--- config.mk ---
export PLATFORM = sky130hd
export DESIGN_NAME = seconds_watchdog_timer
export DESIGN_NICKNAME = d
export VERILOG_FILES = /design/src/seconds_watchdog_pkg.sv /design/src/second_prescaler.sv /design/src/seconds_watchdog_timer.sv
export VERILOG_INCLUDE_DIRS = /design/src
export SDC_FILE = /design/constraint.sdc
export NUM_CORES = 1
export LEC_CHECK = 0
export ABC_AREA = 0
export BUFFER_PORTS_ARGS = -buffer_cell sky130_fd_sc_hd__clkbuf_2
export CORE_UTILIZATION = 53
export DETAILED_ROUTE_END_ITERATION = 8
export PLACE_DENSITY = 0.79
export RECOVER_POWER = 100
export SLEW_MARGIN = 20
export SYNTH_ARGS = -nofsm -noshare
export SYNTH_HDL_FRONTEND = slang
export SYNTH_HIERARCHICAL = 1
export SYNTH_SLANG_ARGS = --single-unit
--- constraint.sdc ---
create_clock -name clock -period 2.2 [get_ports clock]
set_input_delay 0.44 -clock clock [delete_from_list [all_inputs] [get_ports clock]]
set_output_delay 0.44 -clock clock [all_outputs]
set_load 0.005 [all_outputs]
--- src/seconds_watchdog_defines.svh ---
// Register offsets, field positions, reset values and timing counts of the seconds watchdog.
// Assumes an 8-bit register bus with a 4-bit word address.
`ifndef SECONDS_WATCHDOG_DEFINES_SVH
`define SECONDS_WATCHDOG_DEFINES_SVH

`define WD_ADDR_COUNT        4'h0
`define WD_ADDR_CTRL         4'h1
`define WD_ADDR_STATUS       4'h2
`define WD_ADDR_ISTAT        4'h3
`define WD_ADDR_IMASK        4'h4

`define WD_CTRL_EN           0
`define WD_CTRL_IRQEN        1
`define WD_CTRL_RSTEN        2
`define WD_CTRL_SEL_LSB      4
`define WD_CTRL_SEL_MSB      6

`define WD_COUNT_RESET       8'h00
`define WD_SEL_RESET         3'h0

`define WD_CLOCK_PERIOD_NS   5
`define WD_TICK_PERIOD_NS    1000000000
`define WD_TICK_CYCLES       (`WD_TICK_PERIOD_NS / `WD_CLOCK_PERIOD_NS)
`define WD_BOARD_RESET_NS    1000
`define WD_BOARD_RESET_CYCLES \
	((`WD_BOARD_RESET_NS + `WD_CLOCK_PERIOD_NS - 1) / `WD_CLOCK_PERIOD_NS)

`endif

--- src/seconds_watchdog_pkg.sv ---
// Types shared by the seconds watchdog and its prescaler.
// Assumes seconds_watchdog_defines.svh supplies the numbers.
package seconds_watchdog_pkg;

	typedef struct packed {
		logic [3:0] addr;
		logic [7:0] wdata;
		logic       wr;
		logic       rd;
	} reg_bus_s;

	typedef enum logic [2:0] {
		WD_OFF   = 3'h1,
		WD_RUN   = 3'h2,
		WD_FIRED = 3'h4
	} wd_state_e;

	typedef struct packed {
		logic [27:0] cnt;
		logic        tick;
	} tick_state_s;

	typedef struct packed {
		wd_state_e  state;
		logic [7:0] count;
		logic       enable;
		logic       irq_en;
		logic       rst_en;
		logic [2:0] sel;
		logic       timeout;
		logic       trig_q;
		logic       istat;
		logic       imask;
		logic [7:0] rdata;
		logic       irq;
		logic [7:0] serirq;
		logic       board_rst;
		logic [7:0] rst_cnt;
	} wd_regs_s;

endpackage

--- src/second_prescaler.sv ---
// Divides the system clock down to a one-cycle pulse once per second.
// Assumes restart is a same-clock level; while it is high no tick is produced.
`timescale 1ns/1ps
`include "seconds_watchdog_defines.svh"
module second_prescaler #(
	parameter int unsigned TICK_CYCLES = `WD_TICK_CYCLES
) (
	// Clock and reset
	input  wire logic clock,
	input  wire logic sys_rst,
	// Control
	input  wire logic restart,
	// Tick out
	output logic      tick
);
	import seconds_watchdog_pkg::*;

	localparam logic [27:0] RELOAD = 28'(TICK_CYCLES - 1);

	tick_state_s s;
	tick_state_s next_s;

	always_comb begin
		next_s = s;
		next_s.tick = 1'b0;
		if (restart) begin
			next_s.cnt = RELOAD;
		end else if (s.cnt == 28'h0) begin
			next_s.cnt = RELOAD;
			next_s.tick = 1'b1;
		end else begin
			next_s.cnt = s.cnt - 28'h1;
		end
	end

	always_ff @(posedge clock) begin
		if (sys_rst) begin
			s <= '{cnt: RELOAD, tick: 1'b0};
		end else begin
			s <= next_s;
		end
	end

	assign tick = s.tick;
endmodule // second_prescaler

--- src/seconds_watchdog_timer.sv ---
// Seconds watchdog: an 8-bit count of seconds, its controls, status and interrupt routing.
// Assumes a same-clock register master with one-cycle strobes and 8-bit data.
//
// The register addresses and the plain strobed port were left to the implementer.
`timescale 1ns/1ps
`include "seconds_watchdog_defines.svh"
module seconds_watchdog_timer #(
	parameter int unsigned TICK_CYCLES = `WD_TICK_CYCLES
) (
	// Clock and reset
	input  wire logic                         clock,
	input  wire logic                         sys_rst,
	// Register bus
	input  wire seconds_watchdog_pkg::reg_bus_s bus,
	output logic [7:0]                        read_data,
	// Interrupts
	output logic                              irq_out,
	output logic [7:0]                        serirq_lines,
	// Board reset
	output logic                              board_reset
);
	import seconds_watchdog_pkg::*;

	localparam logic [7:0] RST_CYCLES = 8'(`WD_BOARD_RESET_CYCLES);

	wd_regs_s s;
	wd_regs_s next_s;
	logic     tick;
	logic     wr_count;
	logic     wr_ctrl;
	logic     wr_imask;
	logic     rd_istat;
	logic     trigger;
	logic     restart;

	assign wr_count = bus.wr && (bus.addr == `WD_ADDR_COUNT);
	assign wr_ctrl  = bus.wr && (bus.addr == `WD_ADDR_CTRL);
	assign wr_imask = bus.wr && (bus.addr == `WD_ADDR_IMASK);
	assign rd_istat = bus.rd && (bus.addr == `WD_ADDR_ISTAT);

	// The trigger is a level, so a zero count seen at the moment of enabling fires too.
	assign trigger = s.enable && (s.count == 8'h00);

	// Restarting the prescaler on a count write and holding it while disabled makes the first second after
	// enabling or reloading a full one, which keeps the error band at its zero end.
	assign restart = wr_count || !s.enable;

	second_prescaler #(
		.TICK_CYCLES (TICK_CYCLES)
	) u_prescaler (
		.clock   (clock),
		.sys_rst (sys_rst),
		.restart (restart),
		.tick    (tick)
	);

	always_comb begin
		next_s = s;
		next_s.rdata = 8'h00;
		next_s.trig_q = trigger;

		// Count register: a write loads it, a tick counts it down to zero.
		if (wr_count) begin
			next_s.count = bus.wdata;
		end else if (tick && s.enable && (s.count != 8'h00)) begin
			next_s.count = s.count - 8'h01;
		end

		if (wr_ctrl) begin
			next_s.enable = bus.wdata[`WD_CTRL_EN];
			next_s.irq_en = bus.wdata[`WD_CTRL_IRQEN];
			next_s.rst_en = bus.wdata[`WD_CTRL_RSTEN];
			next_s.sel    = bus.wdata[`WD_CTRL_SEL_MSB:`WD_CTRL_SEL_LSB];
		end
		if (wr_imask) begin
			next_s.imask = bus.wdata[0];
		end

		// Timeout status: cleared by disable or a count write. A trigger beside a disable
		// still sets it, but one beside a count write comes from the count being replaced;
		// letting it win would leave the flag stuck while the new count runs down.
		// A zero written while enabled still fires, one cycle later.
		if (!next_s.enable || wr_count) begin
			next_s.timeout = 1'b0;
		end
		if (trigger && !wr_count) begin
			next_s.timeout = 1'b1;
		end

		// Sticky event bit, read to clear; a new trigger beats the clearing read.
		if (rd_istat) begin
			next_s.istat = 1'b0;
		end
		if (trigger && !s.trig_q) begin
			next_s.istat = 1'b1;
		end
		next_s.irq = next_s.istat && next_s.imask;

		// Board reset pulse of fixed length, started by a fresh expiry.
		if (trigger && !s.trig_q && s.rst_en) begin
			next_s.rst_cnt = RST_CYCLES;
		end else if (s.rst_cnt != 8'h00) begin
			next_s.rst_cnt = s.rst_cnt - 8'h01;
		end
		next_s.board_rst = (next_s.rst_cnt != 8'h00);

		// Serial IRQ routing.
		if (next_s.irq_en && next_s.timeout) begin
			next_s.serirq = 8'h01 << next_s.sel;
		end else begin
			next_s.serirq = 8'h00;
		end

		case (s.state)
			WD_OFF: begin
				if (next_s.enable) begin
					next_s.state = WD_RUN;
				end
			end
			WD_RUN: begin
				if (!next_s.enable) begin
					next_s.state = WD_OFF;
				end else if (next_s.timeout) begin
					next_s.state = WD_FIRED;
				end
			end
			WD_FIRED: begin
				if (!next_s.enable) begin
					next_s.state = WD_OFF;
				end else if (!next_s.timeout) begin
					next_s.state = WD_RUN;
				end
			end
			default: begin
				next_s.state = WD_OFF;
			end
		endcase

		// Read data stand for exactly the cycle after the strobe.
		if (bus.rd) begin
			case (bus.addr)
				`WD_ADDR_COUNT: begin
					next_s.rdata = s.count;
				end
				`WD_ADDR_CTRL: begin
					next_s.rdata = {1'b0, s.sel, 1'b0, s.rst_en, s.irq_en, s.enable};
				end
				`WD_ADDR_STATUS: begin
					next_s.rdata = {4'h0, s.state, s.timeout};
				end
				`WD_ADDR_ISTAT: begin
					next_s.rdata = {7'h00, s.istat};
				end
				`WD_ADDR_IMASK: begin
					next_s.rdata = {7'h00, s.imask};
				end
				default: begin
					next_s.rdata = 8'h00;
				end
			endcase
		end
	end

	always_ff @(posedge clock) begin
		if (sys_rst) begin
			s.state     <= WD_OFF;
			s.count     <= `WD_COUNT_RESET;
			s.enable    <= 1'b0;
			s.irq_en    <= 1'b0;
			s.rst_en    <= 1'b0;
			s.sel       <= `WD_SEL_RESET;
			s.timeout   <= 1'b0;
			s.trig_q    <= 1'b0;
			s.istat     <= 1'b0;
			s.imask     <= 1'b0;
			s.rdata     <= 8'h00;
			s.irq       <= 1'b0;
			s.serirq    <= 8'h00;
			s.board_rst <= 1'b0;
			s.rst_cnt   <= 8'h00;
		end else begin
			s <= next_s;
		end
	end

	assign read_data    = s.rdata;
	assign irq_out      = s.irq;
	assign serirq_lines = s.serirq;
	assign board_reset  = s.board_rst;
endmodule // seconds_watchdog_timer

==> summary.md <==
| Metric | Value |
|---|---|
| Status | `finished, final reports clean` |
| Min-Delay Path Class | `in -> reg` |
| Placed cells | `531` |
| Top cells by area, synth | `dfxtp_1 41%, nor2_1 5.2%, nand3_1 3.5%` |
| Post-synth ARST share | `0` |
| Gate Count Post-Synth | `421` |
| Count of cells resized by post-cts repair | `0` |
| Reg-to-reg setup timing slack | `180 ps` |
| Chip width | `85.7 um` |
| Std cell rows | `30` |
| Hold Crit Endpoint | `s[39]` |
| Final setup viols | `0` |
| Synth-to-Final Area Change | `9.00%` |
| Initial core utilization | `0.546` |
| Post-detail-place hpwl | `5520 um` |
| Initial antenna violation count | `0` |
| Slew Viols, Final | `0` |
| Sink Count | `76` |
| Die Area | `7340 sq um` |
| Die Ht | `85.7 um` |
| Vias per inst | `5.74` |
| Routed len/inst | `14.0 um` |
| Worst hold slack | `345 ps` |
| R2R cell count | `7` |
| Peak Freq | `0.495 GHz` |
| Pwr per Cell Area | `791 nW/um^2` |
| Post-Syn Nets | `443` |
| Multi-input logic area | `1900 sq um` |
| Final hold vios | `0` |
| Ratio of cells with drive above 1 in the final layout | `0.153` |
| Slew headroom | `0.445` |
| Synth Cell Area | `3710 sq um` |
| Commonest cells after routing, fill and taps aside | `76 x dfxtp_1, 50 x nor2_1, 30 x nand2_1` |
| Largest family of logic cells by synthesized area | `simple AND/OR/NAND/NOR gates` |
| FILL cells | `614` |
| Synth area leader | `dfxtp_1` |
| Min-Delay Path Depth | `3` |
| Worst path arrival time | `2250 ps` |
| Crit path kind | `reg -> reg` |
| TritonCTS clock tree | `built` |
| Core area | `6790 sq um` |
| Cell variety after synth | `59` |
| Synth Flop Type | `dfxtp_1` |
| Synth top area share | `0.410` |
| Post-Layout Inst Area | `4050 sq um` |
| DRC violations left | `0` |
| Hold_buf cts | `0` |
| Synth Area in Simple Gates | `0.274` |
| Clock buffer depth | `2` |
| Average cell area after synthesis | `8.82 sq um` |
| RePlAce Congestion | `0.885` |
| Synth warnings | `6` |
| Lkg Pwr | `1.37 nW` |
| Peak VDD IR | `0.342 mV` |
| Final worst-path cycle share | `0.919` |
| CTS buffer count | `9` |
| Adder-Cell Fraction of Synth Area | `0.0202` |
| Synth Area in XOR/XNOR | `0.0519` |
| Initial DRC Count | `113` |
| CP Capture Type | `register` |
| Post-synthesis compound-gate area fraction | `0.151` |
| Total wire length | `7660 um` |
| I/O Buffers | `33` |
| Post-synthesis sequential area ratio | `0.410` |
| Post-CTS Setup Repair Bufs | `0` |
| RSZ-0062 raised after global routing | `false` |
| Largest net degree at the start of global routing | `30` |
| R2r startpoint | `s[36]` |
| Max Cap Viol | `0` |
| R2R Path End | `s[40]` |
| Worst Hold Launch | `bus[5]` |
| CP required | `2430 ps` |
| Grt ovf | `0` |
| Latest clock arrival within the worst-skew pair | `360 ps` |
| Vias | `3138` |
| Commonest non-fill, non-tap cell in the layout | `dfxtp_1` |
| Clk pin slew, worst setup/hold paths | `80 ps` |
| Mux cell area share after synthesis | `0.0233` |
| Antenna Nets Post-Route | `0` |
| Area after DPL | `3890 sq um` |
| FF+latch count, synth | `76` |
| Worst setup SP type | `register` |
| CTS H-tree lvls | `3` |
| Clock skew | `8.16 ps` |
| Vias in the first global route | `2859` |
| Register area | `1520 sq um` |
| Fin cells | `547` |
| Io pins | `34` |
| Minimum clock period | `2020 ps` |
| GRT Overall Usage | `0.223` |
| Global-route wire length before repair | `12900 um` |
| Clock Tree Root | `clkbuf_8` |
| TNS Setup | `0 ps` |
| Slew @ Worst Pin | `823 ps` |
| EDFF count, synth | `0` |
| CP max FO | `4` |
| Antenna Cells | `0` |
| Layout Nets | `468` |
| DRT Pass-1 Iters | `4` |
| Fin util | `0.596` |
## layer usage
metal / GRT usage / vias to the layer above / wire [um]
li1: - / 1565 / -
met4: 0.126 / 0 / 244
met3: 0.0568 / 26 / 341
met1: 0.273 / 1465 / 3410
met5: 0 / - / 0
met2: 0.358 / 82 / 3660
## cell type report
class,count,area share
Multi-Input combinational cell,301,0.469
Sequential cell,76,0.376
Timing Repair Buffer,49,0.0640
Clock buffer,9,0.0306
Tap cell,96,0.0297
Clock inverter,7,0.0226
Inverter,9,0.00835
## report_power, final
part / leakage [nW] / switching, mW / internal (mW) / total, mW
registers: 0.615 / 0.0639 / 1.45 / 1.51
logic: 0.642 / 0.312 / 0.227 / 0.540
clock network: 0.109 / 0.519 / 0.634 / 1.15
total: 1.37 / 0.895 / 2.31 / 3.20
## worst max path at each step
| stage | startpoint | to | slack, ps | depth (start not counted) |
|---|---|---|---|---|
| floorplan | bus[13] | u_prescaler/s[8] | 50 | 10 |
| global placement | bus[13] | u_prescaler/s[16] | 170 | 8 |
| detailed placement | bus[13] | u_prescaler/s[16] | 110 | 8 |
| CTS | u_prescaler/s[1] | u_prescaler/s[21] | 120 | 6 |
| global route | u_prescaler/s[1] | u_prescaler/s[27] | 10 | 7 |
| finish | s[36] | s[40] | 180 | 7 |
## registers in the layout, indices dropped and copies added (netlist names)
name              cells
s                    29
read_data             8
irq_out               1
u_prescaler/s        28
u_prescaler/tick      1
board_reset           1
serirq_lines          8
## cells by family (layout without fill, tap and decap cells)
logic type	count (synthesis)	in the layout
AND/OR/NAND/NOR	187	187
AO/OA/AOI/OAI	79	79
adder cells (fa/ha/maj)	6	6
flip-flops	76	76
multiplexers	7	7
buffers and inverters	44	74
XOR/XNOR	22	22
## worst max-delay path: stages, from the launching register on
cell	delay, ps
dfxtp_1	350
inv_1	100
ha_1	180
or3b_2	530
o211ai_1	310
or3_1	170
xor2_1	180
a211oi_1	90
## synthesized netlist by cell type (10+ instances only)
| cell | n |
|---|---|
| o31ai_1 | 11 |
| nor3_1 | 18 |
| clkbuf_1 | 11 |
| a21oi_1 | 18 |
| buf_4 | 16 |
| dfxtp_1 | 76 |
| nor2_1 | 51 |
| or4_1 | 11 |
| xnor2_1 | 12 |
| xor2_1 | 10 |
| nand3_1 | 26 |
| nand2_1 | 30 |
## metrics by stage
step | setup slack (ps) | power, mW
floorplan | 53.7 | 1.97
global placement | 170 | 2.06
detailed placement | 115 | 2.09
CTS | 123 | 3.23
global route | 10.3 | 3.38
finish | 179 | 3.20
Note: power is estimated with default switching activity, not from simulation.
